<file path="config.mk">
export PLATFORM = sky130hd
export DESIGN_NAME = converter_fault_protection
export DESIGN_NICKNAME = d
export VERILOG_FILES = /design/src/design/converter_fault_protection.v /design/src/design/sync_two_flop.v
export VERILOG_INCLUDE_DIRS = /design/src /design/src/design
export SDC_FILE = /design/constraint.sdc
export NUM_CORES = 1
export LEC_CHECK = 0
export BUFFER_PORTS_ARGS = -buffer_cell sky130_fd_sc_hd__buf_2
export CAP_MARGIN = 20
export CORE_AREA = 2 2 76 78
export DETAILED_ROUTE_END_ITERATION = 8
export DIE_AREA = 0 0 78 80
export PLACE_DENSITY_LB_ADDON = 0.15
export SYNTH_ARGS = -nofsm -noshare
export SYNTH_HDL_FRONTEND = slang
export SYNTH_HIERARCHICAL = 1
export SYNTH_SLANG_ARGS = --single-unit
export TNS_END_PERCENT = 50
</file>
<file path="constraint.sdc">
create_clock -name clk_in -period 3.4 [get_ports clk_in]
set_input_delay 0.34 -clock clk_in [delete_from_list [all_inputs] [get_ports clk_in]]
set_output_delay 0.34 -clock clk_in [all_outputs]
set_load 0.05 [all_outputs]
</file>
<file path="src/design/fault_prot_regs.vh">
`ifndef FAULT_PROT_REGS_VH
`define FAULT_PROT_REGS_VH

// ----------------------------------------
// register word indices, compared with wb_adr_in[5:2]
// ----------------------------------------
`define ADDR_CTRL 4'h0
`define ADDR_BLANK 4'h1
`define ADDR_STATUS 4'h2
`define ADDR_MASK 4'h3
`define ADDR_FLAGS 4'h4

// ----------------------------------------
// control register fields
// ----------------------------------------
`define CTRL_LOCKOUT_EN 0
`define CTRL_OC_EN 1
`define CTRL_OUT_LOW_MON 2
`define CTRL_OUT_HIGH_MON 3
`define CTRL_OUT_LOW_SD 4
`define CTRL_OUT_HIGH_SD 5
`define CTRL_OVERTEMP_EN 6
`define CTRL_GIE 7
`define CTRL_DRV_DIS 8
`define CTRL_HI_DIS 9
`define CTRL_LO_DIS 10
`define CTRL_W 11
`define CTRL_RESET 11'h000

// ----------------------------------------
// flag / status bits
// ----------------------------------------
`define FLG_INPUT_LOW 0
`define FLG_OC 1
`define FLG_OUT_LOW 2
`define FLG_OUT_HIGH 3
`define FLG_OVERTEMP 4
`define FLG_W 5
`define FLG_RESET 5'h00

// ----------------------------------------
// blanking lengths in core clock cycles, per two-bit code
// ----------------------------------------
`define BLANK_CODE_W 2
`define BLANK_CYC_0 8'h02
`define BLANK_CYC_1 8'h04
`define BLANK_CYC_2 8'h06
`define BLANK_CYC_3 8'h08
`define BLANK_CNT_W 8
`define BLANK_RESET 2'h0

`endif

</file>
<file path="src/design/converter_fault_protection.v">
// Register access over Wishbone and the register offsets were left to the implementer.
`timescale 1ns/1ps
`include "fault_prot_regs.vh"
module converter_fault_protection (
    input wire clk_in,
    input wire rst_n_in,
    // classic wishbone slave
    input wire wb_cyc_in,
    input wire wb_stb_in,
    input wire wb_we_in,
    input wire [5:0] wb_adr_in,
    input wire [3:0] wb_sel_in,
    input wire [31:0] wb_dat_in,
    output reg [31:0] wb_dat_out,
    output reg wb_ack_out,
    output wire wb_err_out,
    // asynchronous comparator results
    input wire supply_below_in,
    input wire switch_drop_over_in,
    input wire out_below_in,
    input wire out_above_in,
    input wire overtemp_in,
    // pwm drive from the modulator, same clock
    input wire pwm_high_in,
    input wire pwm_low_in,
    output reg high_side_gate_drive_out,
    output reg low_side_gate_drive_out,
    output wire irq_out
);
    // ----------------------------------------
    // registers
    // ----------------------------------------
    reg [`CTRL_W-1:0] ctrl;
    reg [`BLANK_CODE_W-1:0] blanking_length_field;
    reg [`FLG_W-1:0] status;
    reg [`FLG_W-1:0] mask;
    reg [`BLANK_CNT_W-1:0] blank_cnt;
    reg pwm_high_d;

    wire [`FLG_W-1:0] cmp_sync;
    wire supply_below_s;
    wire switch_drop_s;
    wire out_below_s;
    wire out_above_s;
    wire overtemp_s;

    wire input_low_flag;
    wire output_low_flag;
    wire output_high_flag;
    wire overtemp_enable;
    wire overcurrent_enable;

    wire bus_req;
    wire [3:0] reg_idx;
    wire addr_ok;
    wire wr_en;
    wire [`FLG_W-1:0] clr_bits;
    wire [`FLG_W-1:0] set_bits;
    wire oc_window;
    wire blank_done;
    wire force_low;
    reg [31:0] next_rdata;

    // ----------------------------------------
    // comparator synchronisers
    // ----------------------------------------
    sync_two_flop #(
        .WIDTH(`FLG_W)
    ) u_sync (
        .clk_in(clk_in),
        .rst_n_in(rst_n_in),
        .async_in({overtemp_in, out_above_in, out_below_in, switch_drop_over_in,
            supply_below_in}),
        .sync_out(cmp_sync)
    );

    assign supply_below_s = cmp_sync[`FLG_INPUT_LOW];
    assign switch_drop_s = cmp_sync[`FLG_OC];
    assign out_below_s = cmp_sync[`FLG_OUT_LOW];
    assign out_above_s = cmp_sync[`FLG_OUT_HIGH];
    assign overtemp_s = cmp_sync[`FLG_OVERTEMP];

    assign overtemp_enable = ctrl[`CTRL_OVERTEMP_EN];
    assign overcurrent_enable = ctrl[`CTRL_OC_EN];

    // ----------------------------------------
    // blanking length lookup
    // ----------------------------------------
    function [`BLANK_CNT_W-1:0] blank_cycles;
        input [`BLANK_CODE_W-1:0] code;
        begin
            case (code)
                2'h0: blank_cycles = `BLANK_CYC_0;
                2'h1: blank_cycles = `BLANK_CYC_1;
                2'h2: blank_cycles = `BLANK_CYC_2;
                default: blank_cycles = `BLANK_CYC_3;
            endcase
        end
    endfunction

    // ----------------------------------------
    // leading-edge blanking of the overcurrent compare
    // ----------------------------------------
    // counter restarts on each rising edge of the registered high-side gate drive
    always @(posedge clk_in or negedge rst_n_in) begin
        if (!rst_n_in) begin
            pwm_high_d <= 1'b0;
            blank_cnt <= {`BLANK_CNT_W{1'b0}};
        end else begin
            pwm_high_d <= high_side_gate_drive_out;
            if (high_side_gate_drive_out && !pwm_high_d) begin
                blank_cnt <= blank_cycles(blanking_length_field);
            end else if (!high_side_gate_drive_out) begin
                blank_cnt <= {`BLANK_CNT_W{1'b0}};
            end else if (blank_cnt != {`BLANK_CNT_W{1'b0}}) begin
                blank_cnt <= blank_cnt - 8'h01;
            end
        end
    end

    assign blank_done = high_side_gate_drive_out && pwm_high_d &&
        (blank_cnt == {`BLANK_CNT_W{1'b0}});
    // only while the high side really conducts
    assign oc_window = overcurrent_enable && blank_done;

    // ----------------------------------------
    // fault flag set terms
    // ----------------------------------------
    // set terms ignore mask and global enable entirely
    assign set_bits[`FLG_INPUT_LOW] = ctrl[`CTRL_LOCKOUT_EN] && supply_below_s;
    assign set_bits[`FLG_OC] = oc_window && switch_drop_s;
    assign set_bits[`FLG_OUT_LOW] = ctrl[`CTRL_OUT_LOW_MON] && out_below_s;
    assign set_bits[`FLG_OUT_HIGH] = ctrl[`CTRL_OUT_HIGH_MON] && out_above_s;
    assign set_bits[`FLG_OVERTEMP] = overtemp_enable && overtemp_s;

    // ----------------------------------------
    // wishbone decode
    // ----------------------------------------
    assign bus_req = wb_cyc_in && wb_stb_in;
    assign reg_idx = wb_adr_in[5:2];
    assign addr_ok = (reg_idx <= `ADDR_FLAGS);
    assign wr_en = bus_req && wb_we_in && !wb_ack_out && addr_ok;
    // unmapped addresses still ack; reads return zero, writes are dropped
    assign wb_err_out = 1'b0;
    assign clr_bits = (wr_en && reg_idx == `ADDR_STATUS && wb_sel_in[0]) ?
        wb_dat_in[`FLG_W-1:0] : {`FLG_W{1'b0}};

    always @(posedge clk_in or negedge rst_n_in) begin
        if (!rst_n_in) begin
            wb_ack_out <= 1'b0;
        end else begin
            wb_ack_out <= bus_req && !wb_ack_out;
        end
    end

    // ----------------------------------------
    // control and mask registers
    // ----------------------------------------
    always @(posedge clk_in or negedge rst_n_in) begin
        if (!rst_n_in) begin
            ctrl <= `CTRL_RESET;
            blanking_length_field <= `BLANK_RESET;
            mask <= `FLG_RESET;
        end else if (wr_en) begin
            case (reg_idx)
                `ADDR_CTRL: begin
                    if (wb_sel_in[0]) begin
                        ctrl[7:0] <= wb_dat_in[7:0];
                    end
                    if (wb_sel_in[1]) begin
                        ctrl[`CTRL_W-1:8] <= wb_dat_in[`CTRL_W-1:8];
                    end
                end
                `ADDR_BLANK: begin
                    if (wb_sel_in[0]) begin
                        blanking_length_field <= wb_dat_in[`BLANK_CODE_W-1:0];
                    end
                end
                `ADDR_MASK: begin
                    if (wb_sel_in[0]) begin
                        mask <= wb_dat_in[`FLG_W-1:0];
                    end
                end
                default: begin
                    mask <= mask;
                end
            endcase
        end
    end

    // ----------------------------------------
    // status flags
    // ----------------------------------------
    // input-low follows the comparator; the others are sticky, set wins over clear
    always @(posedge clk_in or negedge rst_n_in) begin
        if (!rst_n_in) begin
            status <= `FLG_RESET;
        end else begin
            status[`FLG_INPUT_LOW] <= set_bits[`FLG_INPUT_LOW];
            status[`FLG_OC] <= set_bits[`FLG_OC] |
                (status[`FLG_OC] & ~clr_bits[`FLG_OC]);
            status[`FLG_OUT_LOW] <= set_bits[`FLG_OUT_LOW] |
                (status[`FLG_OUT_LOW] & ~clr_bits[`FLG_OUT_LOW]);
            status[`FLG_OUT_HIGH] <= set_bits[`FLG_OUT_HIGH] |
                (status[`FLG_OUT_HIGH] & ~clr_bits[`FLG_OUT_HIGH]);
            status[`FLG_OVERTEMP] <= set_bits[`FLG_OVERTEMP] |
                (status[`FLG_OVERTEMP] & ~clr_bits[`FLG_OVERTEMP]);
        end
    end

    assign input_low_flag = status[`FLG_INPUT_LOW];
    assign output_low_flag = status[`FLG_OUT_LOW];
    assign output_high_flag = status[`FLG_OUT_HIGH];

    assign irq_out = ctrl[`CTRL_GIE] && |(status & mask);

    // ----------------------------------------
    // read data
    // ----------------------------------------
    always @* begin
        next_rdata = 32'h00000000;
        case (reg_idx)
            `ADDR_CTRL: next_rdata[`CTRL_W-1:0] = ctrl;
            `ADDR_BLANK: next_rdata[`BLANK_CODE_W-1:0] = blanking_length_field;
            `ADDR_STATUS: next_rdata[`FLG_W-1:0] = status;
            `ADDR_MASK: next_rdata[`FLG_W-1:0] = mask;
            `ADDR_FLAGS: next_rdata[`FLG_W-1:0] = cmp_sync;
            default: next_rdata = 32'h00000000;
        endcase
    end

    always @(posedge clk_in or negedge rst_n_in) begin
        if (!rst_n_in) begin
            wb_dat_out <= 32'h00000000;
        end else if (bus_req && !wb_ack_out) begin
            wb_dat_out <= next_rdata;
        end
    end

    // ----------------------------------------
    // gate drive with fault override
    // ----------------------------------------
    // overtemp acts on the live synchronised level so it needs no firmware
    assign force_low = (ctrl[`CTRL_OUT_LOW_SD] && output_low_flag) ||
        (ctrl[`CTRL_OUT_HIGH_SD] && output_high_flag) ||
        (overtemp_enable && overtemp_s) ||
        ctrl[`CTRL_DRV_DIS];

    // registered to keep the gate pins glitch free; costs one cycle of latency
    always @(posedge clk_in or negedge rst_n_in) begin
        if (!rst_n_in) begin
            high_side_gate_drive_out <= 1'b0;
            low_side_gate_drive_out <= 1'b0;
        end else begin
            high_side_gate_drive_out <= pwm_high_in && !force_low &&
                !ctrl[`CTRL_HI_DIS];
            low_side_gate_drive_out <= pwm_low_in && !force_low &&
                !ctrl[`CTRL_LO_DIS];
        end
    end
endmodule // converter_fault_protection

</file>
<file path="src/design/sync_two_flop.v">
`timescale 1ns/1ps
module sync_two_flop #(
    parameter WIDTH = 5
) (
    input wire clk_in,
    input wire rst_n_in,
    input wire [WIDTH-1:0] async_in,
    output wire [WIDTH-1:0] sync_out
);
    reg [WIDTH-1:0] stage_one;
    reg [WIDTH-1:0] stage_two;

    // first stage feeds only the second stage
    always @(posedge clk_in or negedge rst_n_in) begin
        if (!rst_n_in) begin
            stage_one <= {WIDTH{1'b0}};
            stage_two <= {WIDTH{1'b0}};
        end else begin
            stage_one <= async_in;
            stage_two <= stage_one;
        end
    end

    assign sync_out = stage_two;
endmodule // sync_two_flop

</file>
Word level (Yosys, flattened, before mapping) --
Index checks and enable logic that the tools add are counted.
Cells by class: muxes and demuxes 8, bitwise logic cells 13, equal/unequal tests 7, add/sub/neg operators 1, order comparisons 1, reduce and logical (&&, ||, !) cells 40
Operators by type and width (number):
- $mux 8 | 3
- $logic_and 1x1->1 | 23
- $pmux 3 s4 | 1
- $pmux 4 s3 | 1
- $reduce_and 3->1 | 4
- $pmux 2 s5 | 1
- $eq 4x2->1 const B | 2
- $logic_not 8->1 | 1
- $reduce_bool 8->1 | 1
- $sub 8x1->8 const B | 1
- $mux 6 | 1
- $and 5x5->5 | 1
- $logic_not 1->1 | 5
- $mux 5 | 1
- $reduce_or 5->1 | 1
- $and 1x1->1 | 4
- $eq 4x1->1 const B | 1
- $eq 4x3->1 const B | 1
- $le 4x3->1 const B | 1
- $logic_not 4->1 | 1
- $not 1->1 | 4
- $or 1x1->1 | 4
- $logic_or 1x1->1 | 3
- $ne 3x1->1 const B | 1
- 3 further kinds | 3
Word-level totals: flip-flop bits (word level) 56, input bits 54, output and inout bits 37, word-level logic and storage cells 83

Logic depth before layout (Yosys ltp) --
Gate-level depths: netlist of the first run.
depth after elaboration 10, gate-level depth with buffers 6

Modules after synthesis --
The synthesis of the first run kept the hierarchy.
By module, submodules not included:
- converter_fault_protection | area each 2384.8 µm², cells each 211, times used 1
- sync_two_flop | area each 250.2 µm², cells each 10, times used 1

Worst setup path after synthesis of the first run --
No wires, ideal clock.
path type register to output, start register status[3], end output irq_out, path buffers 0, setup slack 1.480 ns, cell stages (with the launch flop) 3, data arrival time 1.580 ns, cell sequence dfrtp_1 -> a222oi_1 -> a21boi_0
Between the ends: word-level cells in the longest chain between the ends 3
RTL lines:
- start, declared | line converter_fault_protection.v:35 | reg [`FLG_W-1:0] status;
- start signal, assigned | line converter_fault_protection.v:197 | status <= `FLG_RESET;
- start signal, assigned by index | line converter_fault_protection.v:199 | status[`FLG_INPUT_LOW] <= set_bits[`FLG_INPUT_LOW];
- start signal, assigned by index | line converter_fault_protection.v:200 | status[`FLG_OC] <= set_bits[`FLG_OC] |
- $and 5x5->5 | line converter_fault_protection.v:215 | assign irq_out = ctrl[`CTRL_GIE] && |(status & mask);
- $reduce_or 5->1 | line converter_fault_protection.v:215
- $logic_and 1x1->1 | line converter_fault_protection.v:215
- end, declared | line converter_fault_protection.v:28 | output wire irq_out
Every way passes these cells.

Final worst setup path of the first run --
start register wb_ack_out, end register ctrl[6]
Between the ends: word-level cells in the longest chain between the ends 4
RTL lines:
- start, declared | line converter_fault_protection.v:15 | output reg wb_ack_out,
- start signal, assigned | line converter_fault_protection.v:152 | wb_ack_out <= bus_req && !wb_ack_out;
- $logic_not 1->1 | line converter_fault_protection.v:142 | assign wr_en = bus_req && wb_we_in && !wb_ack_out && addr_ok;
- $logic_and 1x1->1 (2 in series) | line converter_fault_protection.v:142
- $reduce_and 3->1 (no source line)
- end signal, assigned | line converter_fault_protection.v:161 | ctrl <= `CTRL_RESET;
- end signal, assigned | line converter_fault_protection.v:168 | ctrl[7:0] <= wb_dat_in[7:0];
- end signal, assigned by index | line converter_fault_protection.v:171 | ctrl[`CTRL_W-1:8] <= wb_dat_in[`CTRL_W-1:8];
- end, declared | line converter_fault_protection.v:33 | reg [`CTRL_W-1:0] ctrl;
Every way passes these cells. A chain may end at the register's enable or synchronous reset.

==> results of run 1 <==
==> how the worst max path moves through the flow <==
stage               to  slack (ns)          from  depth (start not counted)
6_report       ctrl[6]        1.19    wb_ack_out                          3
5_1_grt        ctrl[6]        1.09    wb_ack_out                          3
4_1_cts        ctrl[6]        1.14    wb_ack_out                          3
3_5_place_dp   ctrl[6]        1.12  wb_adr_in[5]                          4
3_3_place_gp   ctrl[2]        1.12  wb_adr_in[5]                          4
2_1_floorplan  irq_out        1.48     status[3]                          2
==> synth_stat cells, types with 4 or more instances <==
cell type,count
nand2_1,17
dfrtp_1,56
inv_1,8
o41ai_1,4
a22o_1,6
ha_1,5
o21ai_0,10
mux2i_1,4
mux2_2,18
buf_4,22
nor3_1,6
and2_1,4
clkbuf_1,4
a21oi_1,4
==> per-stage QoR <==
step | std cells | hold slack, ns | util, % | setup WS [ns] | instance area [µm²]
after detailed placement | 329 | 0.3365 | 52.38 | 1.122 | 2831
after floorplan | 242 | 0.04441 | - | 1.480 | 2714
final | 335 | 0.1279 | 54.21 | 1.188 | 2930
after CTS | 335 | 0.1263 | 54.21 | 1.140 | 2930
after global routing | 335 | 0.1168 | 54.21 | 1.089 | 2930
after global placement | 329 | 0.3320 | 52.38 | 1.118 | 2831
==> flip-flops by register name, summed over array words and instances, names as in the netlist, 2 cells and up <==
register	count
blank_cnt	8
blanking_length_field	2
ctrl	11
mask	5
status	5
u_sync/stage_one	5
u_sync/sync_out	5
wb_dat_out	11
==> power by group <==
part	switching [mW]	internal, mW	total, mW
logic	0.214	0.107	0.322
clock network	0.197	0.212	0.408
registers	0.0446	0.714	0.758
total	0.456	1.03	1.49
==> kinds of logic (layout without fill, tap and decap cells) <==
family | after synthesis | after routing | synth area share (%)
adder cells (fa/ha/maj) | 5 | 5 | 2.374
buffers and inverters | 37 | 58 | 8.547
AO/OA/AOI/OAI | 47 | 47 | 12.87
multiplexers | 24 | 24 | 10.92
other | 1 | 22 | 0.1423
flip-flops | 56 | 56 | 53.18
AND/OR/NAND/NOR | 51 | 51 | 11.97
==> metal layers <==
| metal | up-vias | global-route usage (%) | part of all wire [%] |
|---|---|---|---|
| met5 | - | 0 | 0 |
| met4 | 0 | 4.912 | 0.97 |
| met3 | 7 | 3.846 | 5.4 |
| met2 | 58 | 30.69 | 48 |
| met1 | 887 | 24.42 | 46 |
| li1 | 843 | - | - |
==> cell type report <==
class,count,share of cell area [%]
clock inverters,1,1.025
inverters,8,1.025
clock buffers,5,2.348
multi-input cells,149,37.10
repair buffers,44,7.600
well taps,72,3.074
flip-flops and latches,56,47.82
==> key figures, run 1 <==
Clock tree
  – Root Buffer: clkbuf_8
  – Worst-case clock buffer depth: 2
  – Post-CTS setup buffers: 0
  – CTS Buf Count: 5
  – Clock Sinks: 56
  – CTS tree: done
  – Cts hold-fix bufs: 0
  – CTS clk-pin slew, worst paths: 0.09 ns
  – Max H-tree Level: 2
  – CTS resizes: 0
  – Skew-Pair Late Insertion Delay: 0.30 ns

Layout
  – Commonest non-fill, non-tap cell in the layout: dfrtp_1
  – # nets final: 323
  – Most frequent cells in the layout: 56 x dfrtp_1, 43 x buf_2, 22 x conb_1, 18 x mux2_2, 17 x nand2_1
  – Area Growth Syn to Fin: 11.21%
  – FILL cells: 506
  – Area of the multi-input gates: 1087 µm²
  – Reg area: 1401 µm²
  – ANT cells: 0
  – Share of post-route cells with drive strength above 1: 27.76%

Yosys
  – Seq/Total Area, Yosys: 53.18%
  – Largest area contributor in the netlist: dfrtp_1
  – Mapped Area: 2635 µm²
  – FF+latch count, synth: 56
  – Gate Count Post-Synth: 221
  – Post-synth EDFFs: 0
  – Area contributors post-synth: dfrtp_1 53%, mux2_2 7.7%, buf_4 6.3%
  – Avg Cell Area, Syn: 11.92 µm²
  – Cell variety after synth: 45
  – Post-synthesis async set-or-reset flop share: 100.0%
  – Synthesis Warnings: 6
  – Top_reg_cell synth: dfrtp_1
  – Top-area cell type share of the netlist area: 53.18%

Timing
  – Fin. Hold Viols: 0
  – Setup_tns: 0 ns
  – Tmin final: 2.212 ns
  – Period utilization: 65.06%
  – Final Skew: 0.003250 ns
  – Final setup violation count: 0
  – Worst Tran Pin Value: 0.8366 ns
  – RSZ-0062 raised after global routing: false
  – Final Slew Violations: 0
  – Maximum achievable frequency: 452.1 MHz
  – Worst slew margin: 44.23%

Worst setup path
  – Internal reg-to-reg setup slack: 1.19 ns
  – WS Path Type: reg2reg
  – CP arrival: 2.40 ns
  – Reg-to-reg startpoint: wb_ack_out
  – Buf/Inv on CP: 0
  – CP Capture Type: register
  – Worst R2R Path Depth: 3
  – CP Data Required Time: 3.59 ns
  – CP peak stage delay: 0.76 ns
  – CP max stage cell: nor4_4
  – Worst Path Max Fanout: 9
  – Reg2reg end: ctrl[6]
  – Startpoint Class: register
  – Critical-path cell list: nand4bb_1 > nor4_4 > mux2_2
  – Top delay family on crit path: simple AND/OR/NAND/NOR gates

Detailed routing
  – Drt pass-1 iters: 4
  – Residual DRC count: 0
  – Detailed Route Iter0 Violations: 64
  – Post-Route WL: 5266 µm
  – Post-detailed-route count of antenna-violating nets: 0
  – Avg Vias per Cell: 5.358
  – Routed vias: 1795
  – Routed length per instance: 15.72 µm

Global routing
  – Pin count of the biggest net entering global routing: 38
  – Number of global-route vias before repair: 1811
  – Overall global routing resource usage: 18.35%
  – Total gr overflow: 0
  – Global-route wire length before repair: 8825 µm
  – Initial antenna violation count: 0

Status
  – Run status: finished clean

Pwr
  – Worst vdd ir: 0.0002387 V
  – Tot Pwr: 1.488 mW
  – Power per cell area: 507.9 nW/µm²
  – LEAKAGE: 1.414 nW

Floorplan
  – Die footprint: 6240 µm²
  – FP Rows: 27
  – Core Footprint: 5405 µm²
  – Die width: 78 µm
  – Io pins: 91
  – Initial Utilization: 48.75%
  – Die height: 80 µm

Job
  – Max Cap Violations: 0

Place
  – IO Port Bufs: 43
  – Dpl hpwl: 3813 µm
  – Final GP Congestion: 0.7777

Hold path
  – Hold Path Class: in2async
Note: power is estimated with default switching activity, not from simulation.
==> run 2: changes to the inputs <==
Clock period 3.4 ns to 2.16 ns, I/O delays scaled along.
==> run 2 against run 1 <==
  * Non-clock buffer count increased by 10
  * Sequential power increased by 57%
  * Count of clock-buffer cells in the layout increased by 1
  * Register-to-register slack got worse by 0.78 ns
  * Critical path type is now reg2out
  * Setup slack got worse by 0.84 ns
  * Sequential cell count unchanged
  * Hold slack improved by 0.0066 ns
  * Combinational power increased by 59%
  * Routed wire length decreased by 2.0%
  * Utilization increased by 1.9 points
  * Cell count increased by 3.6%
  * Critical endpoint is now irq_out
  * Critical path depth unchanged
==> key figures, run 2 (same netlist as run 1, synthesis figures left out) <==
Status
  – Run status: finished clean

Place
  – IO Port Bufs: 43 (unchanged)
  – Placed Cells: 333 (+1.2%)
  – Dpl hpwl: 3807 µm (-0.15%)
  – Placed Area: 2861 µm² (+1.1%)
  – Worst slack, placed: 0.4271 ns (-0.6944 ns)
  – Final GP Congestion: 0.8121 (+4.4%)

Clock tree
  – CTS resizes: 0 (unchanged)
  – CTS Buf Count: 5 (unchanged)
  – CTS clk-pin slew, worst paths: 0.10 ns (about the same)
  – Post-CTS setup buffers: 0 (unchanged)
  – Worst-case clock buffer depth: 2 (unchanged)
  – Cts hold-fix bufs: 4 (+4)
  – Clock Sinks: 56 (unchanged)
  – Max H-tree Level: 2 (unchanged)
  – Root Buffer: clkbuf_8
  – Skew-Pair Late Insertion Delay: 0.31 ns (about the same)
  – CTS tree: done

Job
  – Max Cap Violations: 0 (unchanged)

Detailed routing
  – Avg Vias per Cell: 5.196 (-3.0%)
  – Residual DRC count: 0 (unchanged)
  – Post-Route WL: 5160 µm (-2.0%)
  – Post-detailed-route count of antenna-violating nets: 0 (unchanged)
  – Routed vias: 1803 (+0.45%)
  – Routed length per instance: 14.87 µm (-5.4%)
  – Detailed Route Iter0 Violations: 119 (+86%)
  – Drt pass-1 iters: 4 (unchanged)

Floorplan
  – Die height: 80 µm (unchanged)
  – Die footprint: 6240 µm² (unchanged)
  – Die width: 78 µm (unchanged)
  – Io pins: 91 (unchanged)
  – Initial Utilization: 48.75% (unchanged)
  – Core Footprint: 5405 µm² (unchanged)
  – FP Rows: 27 (unchanged)

Worst setup path
  – Worst Path Max Fanout: 4 (-5)
  – Top delay family on crit path: compound AO/OA/AOI/OAI gates
  – Critical-path cell list: a222oi_1 > a21boi_0 > buf_2
  – CP Capture Type: primary output
  – Startpoint Class: register
  – CP arrival: 1.60 ns (-0.80 ns)
  – CP max stage cell: a222oi_1
  – CP peak stage delay: 0.47 ns (-0.29 ns)
  – CP Data Required Time: 1.94 ns (-1.65 ns)
  – Buf/Inv on CP: 1 (+1)
  – WS Path Type: reg2out

Global routing
  – Pin count of the biggest net entering global routing: 21 (-45%)
  – Overall global routing resource usage: 17.80% (-0.54 points)
  – Global-route wire length before repair: 8562 µm (-3.0%)
  – Initial antenna violation count: 0 (unchanged)
  – Number of global-route vias before repair: 1741 (-3.9%)
  – Total gr overflow: 0 (unchanged)

Pwr
  – LEAKAGE: 1.465 nW (+3.6%)
  – Power per cell area: 789.8 nW/µm² (+56%)
  – Worst vdd ir: 0.0004559 V (+91%)

Timing
  – Worst slew margin: 57.08% (+13 points)
  – Final Slew Violations: 0 (unchanged)
  – Setup_tns: 0 ns (unchanged)
  – Final Skew: 0.004993 ns (+0.001743 ns)
  – Final WS setup: 0.3469 ns (-0.8411 ns)
  – Period utilization: 83.94%
  – Worst Tran Pin Value: 0.6424 ns (-0.1942 ns)
  – Maximum achievable frequency: 551.5 MHz
  – RSZ-0062 raised after global routing: false
  – Fin. Hold Viols: 0 (unchanged)
  – Final setup violation count: 0 (unchanged)
  – Tmin final: 1.813 ns

Layout
  – # nets final: 333 (+3.1%)
  – Share of post-route cells with drive strength above 1: 28.36% (+0.61 points)
  – ANT cells: 0 (unchanged)
  – Finished Cell Area: 3033 µm² (+3.5%)
  – Largest registers: ctrl x11, wb_dat_out x11, blank_cnt x8
  – Most frequent cells in the layout: 56 x dfrtp_1, 43 x buf_2, 22 x conb_1, 18 x mux2_2, 17 x nand2_1
  – Area Growth Syn to Fin: 15.10%
  – Commonest non-fill, non-tap cell in the layout: dfrtp_1
  – Finished Layout Cells: 347 (+3.6%)

Hold path
  – Hold Path Class: in2reg
==> run 2: cell count changes in the layout (fill, tap and decap cells not counted) <==
cell	before	now
buf_4	1	5
clkbuf_1	0	1
inv_6	0	1
dlygate4sd3_1	0	6
==> run 2: worst paths after layout <==
path                                 endpoint  cells past startpoint  slack, ns                start
min                                   ctrl[6]                      2       0.13         wb_dat_in[6]
max                                   irq_out                      3       0.35            status[3]
min in group asynchronous        blank_cnt[7]                      2       0.38             rst_n_in
max in group asynchronous           status[2]                      3       1.18             rst_n_in
max reg2reg                      blank_cnt[4]                      5       0.41         blank_cnt[0]
min reg2reg                u_sync/sync_out[2]                      0       0.36  u_sync/stage_one[2]
==> run 2: final cells by class <==
cell class,count,area (µm²)
clock inverter,2,38.79
sequential,56,1401
multi-input combinational,149,1087
inverter,8,30.03
tap,72,90.09
timing repair buffer,54,312.8
clock buffer,6,72.57
fill,471,2372
==> run 2: power by group <==
| group | leakage [nW] | internal (mW) | total, mW | switching [mW] |
|---|---|---|---|---|
| Sequential | 0.723 | 1.12 | 1.19 | 0.0692 |
| Combinational | 0.686 | 0.178 | 0.513 | 0.335 |
| Clock | 0.0558 | 0.351 | 0.690 | 0.339 |
==> run 2: stage by stage <==
stage | utilization [%] | total power [mW] | hold slack, ns
floorplan | - | 1.614 | -0.07959
global placement | 52.94 | 1.713 | 0.1889
detailed placement | 52.94 | 1.719 | 0.1915
CTS | 55.74 | 2.420 | 0.003213
global route | 56.11 | 2.532 | 0.1162
finish | 56.11 | 2.395 | 0.1346
==> run 2: metal layers <==
metal / global-route usage, % / vias to the layer above / share of wire [%]
met5: 0 / - / 0
met3: 3.394 / 5 / 5.1
li1: - / 867 / -
met1: 25.52 / 871 / 47
met2: 27.67 / 60 / 46
met4: 5.263 / 0 / 1.2
==> run 3: changes to the inputs <==
Clock period 2.16 ns to 1.7 ns, I/O delays scaled along.
==> run 3 against run 2 <==
  * Sequential power grew 27%
  * First-iteration DRC count shrank 32%
  * Final area grew 4.8%
  * Setup slack lost 0.35 ns
  * Critical endpoint unchanged
  * Count of clock-buffer cells in the layout is the same
  * Sequential share of layout area shrank 2.1 points
  * The run now ends with negative setup slack left
  * Register-to-register slack lost 0.36 ns
  * Non-clock buffer count grew 14
  * Clock power grew 23%
  * Die area is the same
==> key figures, run 3 (same netlist as run 1, synthesis figures left out) <==
Status
  – Run status: finished with violations
  – Failing checks: negative setup slack

Floorplan
  – Die width: 78 µm (unchanged)
  – Core Footprint: 5405 µm² (unchanged)
  – Die footprint: 6240 µm² (unchanged)
  – Die height: 80 µm (unchanged)
  – Initial Utilization: 48.75% (unchanged)
  – Io pins: 91 (unchanged)
  – FP Rows: 27 (unchanged)

Layout
  – Share of post-route cells with drive strength above 1: 33.56% (+5.2 points)
  – ANT cells: 0 (unchanged)
  – Most frequent cells in the layout: 55 x dfrtp_1, 42 x buf_2, 22 x conb_1, 18 x mux2_2, 18 x buf_4
  – FILL cells: 481 (+2.1%)
  – Area Growth Syn to Fin: 20.66%
  – Commonest non-fill, non-tap cell in the layout: dfrtp_1
  – Largest registers: ctrl x11, wb_dat_out x11, blank_cnt x8
  – Finished Cell Area: 3179 µm² (+4.8%)
  – # nets final: 347 (+4.2%)

Pwr
  – Internal power: 2.144 mW (+30%)
  – NetSw: 0.9440 mW (+27%)
  – Worst vdd ir: 0.0004674 V (+2.5%)
  – LEAKAGE: 1.539 nW (+5.1%)
  – Tot Pwr: 3.088 mW (+29%)
  – Power per cell area: 971.3 nW/µm² (+23%)
  – Sequential power share: 48.8% (-1.0 points)
  – Combinational share of power: 23.7% (+2.3 points)
  – Sw Ratio: 30.57% (-0.48 points)
  – Clk network pwr share: 27.5% (-1.3 points)

Timing
  – Final WS setup: -0.0003834 ns (-0.3473 ns)
  – Tmin final: 1.700 ns
  – Setup_tns: -0.0003834 ns (-0.0003834 ns)
  – Worst Hold Slack: 0.09572 ns (-0.03886 ns)
  – RSZ-0062 raised after global routing: true
  – Final Slew Violations: 0 (unchanged)
  – Fin. Hold Viols: 0 (unchanged)
  – Period utilization: 100.0%
  – Worst Tran Pin Value: 0.6624 ns (+0.01998 ns)
  – Final Skew: 0.008928 ns (+0.003935 ns)
  – Maximum achievable frequency: 588.1 MHz
  – Worst slew margin: 55.75% (-1.3 points)
  – Final setup violation count: 1 (+1)

Detailed routing
  – Post-detailed-route count of antenna-violating nets: 0 (unchanged)
  – Routed length per instance: 14.73 µm (-0.92%)
  – Residual DRC count: 0 (unchanged)
  – Avg Vias per Cell: 5.222 (+0.49%)
  – Post-Route WL: 5319 µm (+3.1%)
  – Detailed Route Iter0 Violations: 81 (-32%)
  – Drt pass-1 iters: 4 (unchanged)
  – Routed vias: 1885 (+4.5%)

Global routing
  – Met1 track demand over resource: 26.15% (+0.64 points)
  – Global-route wire length before repair: 8949 µm (+4.5%)
  – Overall global routing resource usage: 18.52% (+0.71 points)
  – Number of global-route vias before repair: 1875 (+7.7%)
  – Busiest layer in global routing: met2
  – Met3 Use GR: 3.281% (-0.11 points)
  – Total gr overflow: 0 (unchanged)
  – Initial antenna violation count: 0 (unchanged)
  – Pin count of the biggest net entering global routing: 32 (+52%)
  – GR Layer Usage met2: 29.48% (+1.8 points)

Place
  – Worst slack, placed: -0.03116 ns (-0.4583 ns)
  – IO Port Bufs: 43 (unchanged)
  – Final GP Congestion: 0.7951 (-2.1%)
  – Dpl hpwl: 3912 µm (+2.8%)
  – Placed Area: 2943 µm² (+2.8%)

Worst setup path
  – CP Capture Type: primary output
  – WS Path Type: reg2out
  – Startpoint Class: register
  – Critical-path cell list: a222oi_1 > a21boi_1 > buf_4
  – Worst setup startpoint: status[3]
  – Reg2reg end: blank_cnt[6]
  – Worst Path Max Fanout: 4 (unchanged)
  – CP max stage cell: a222oi_1
  – CP Data Required Time: 1.53 ns (-0.41 ns)
  – Worst R2R Path Depth: 3 (-2)
  – Internal reg-to-reg setup slack: 0.05 ns (-0.36 ns)
  – Reg-to-reg startpoint: blank_cnt[4]
  – CP peak stage delay: 0.46 ns (about the same)
  – CP arrival: 1.53 ns (-0.07 ns)

Clock tree
  – Worst-case clock buffer depth: 2 (unchanged)
  – Skew-Pair Late Insertion Delay: 0.30 ns (about the same)
  – Root Buffer: clkbuf_8
  – CTS clk-pin slew, worst paths: 0.10 ns (about the same)
  – Clock Sinks: 56 (unchanged)
  – Max H-tree Level: 2 (unchanged)
  – CTS tree: done
  – CTS Buf Count: 5 (unchanged)

Job
  – Max Cap Violations: 0 (unchanged)

Hold path
  – Hold Path End: ctrl[6]
  – Worst Min Path Start: wb_dat_in[6]
  – Cell count of the worst hold path: 2 (unchanged)
  – Hold Path Class: in2reg
## run 3: timing repair
action                     4_1_cts  5_1_grt
buffers inserted                 2        3
resized for setup                3        4
hold buffers                     6        0
pin swaps                        2        2
hold endpoints to repair        20        0
setup endpoints to repair        9       14
gates cloned                     0        0
## run 3: worst max path at each step
stage,endpoint,slack (ns),depth (start not counted)
floorplan,ctrl[0],-0.16,4
global placement,ctrl[0],-0.02,5
detailed placement,ctrl[1],-0.03,5
CTS,ctrl[1],0.0008,5
global route,irq_out,-0.09,3
finish,irq_out,-0.0004,3
## run 3: per-layer routing
| layer | vias to the layer above | share of wire, % |
|---|---|---|
| li1 | 900 | - |
| met1 | 925 | 47 |
| met2 | 54 | 47 |
| met3 | 6 | 4.3 |
| met4 | 0 | 1.1 |
| met5 | - | 0 |
## run 3: area by class of cell
class / count / area [µm²] / area share, %
clock buffer: 6 / 72.57 / 2.283
clock inverter: 2 / 35.03 / 1.102
inverter: 8 / 30.03 / 0.9445
multi-input combinational: 149 / 1112 / 34.99
sequential: 56 / 1403 / 44.12
tap: 72 / 90.09 / 2.834
timing repair buffer: 68 / 436.7 / 13.73
## run 3: critical path, delay by kind of cell, from the launching register on
family,cells,cell delay [ns]
compound gates,2,0.59
buf+inv,1,0.21
flops,1,0.43
## run 3: power groups by stage
stage               registers, mW  clock network (mW)  logic [mW]
floorplan                    1.58                   0       0.469
global placement             1.53                   0       0.681
detailed placement           1.53                   0       0.691
CTS                          1.51               0.877       0.708
global route                 1.52               0.925       0.807
finish                       1.51               0.849       0.731
## run 3: stage by stage
step	utilization (%)	cells
6_report	58.82	361
5_1_grt	58.82	361
3_3_place_gp	54.44	342
3_5_place_dp	54.44	342
4_1_cts	57.94	358
2_1_floorplan	-	242
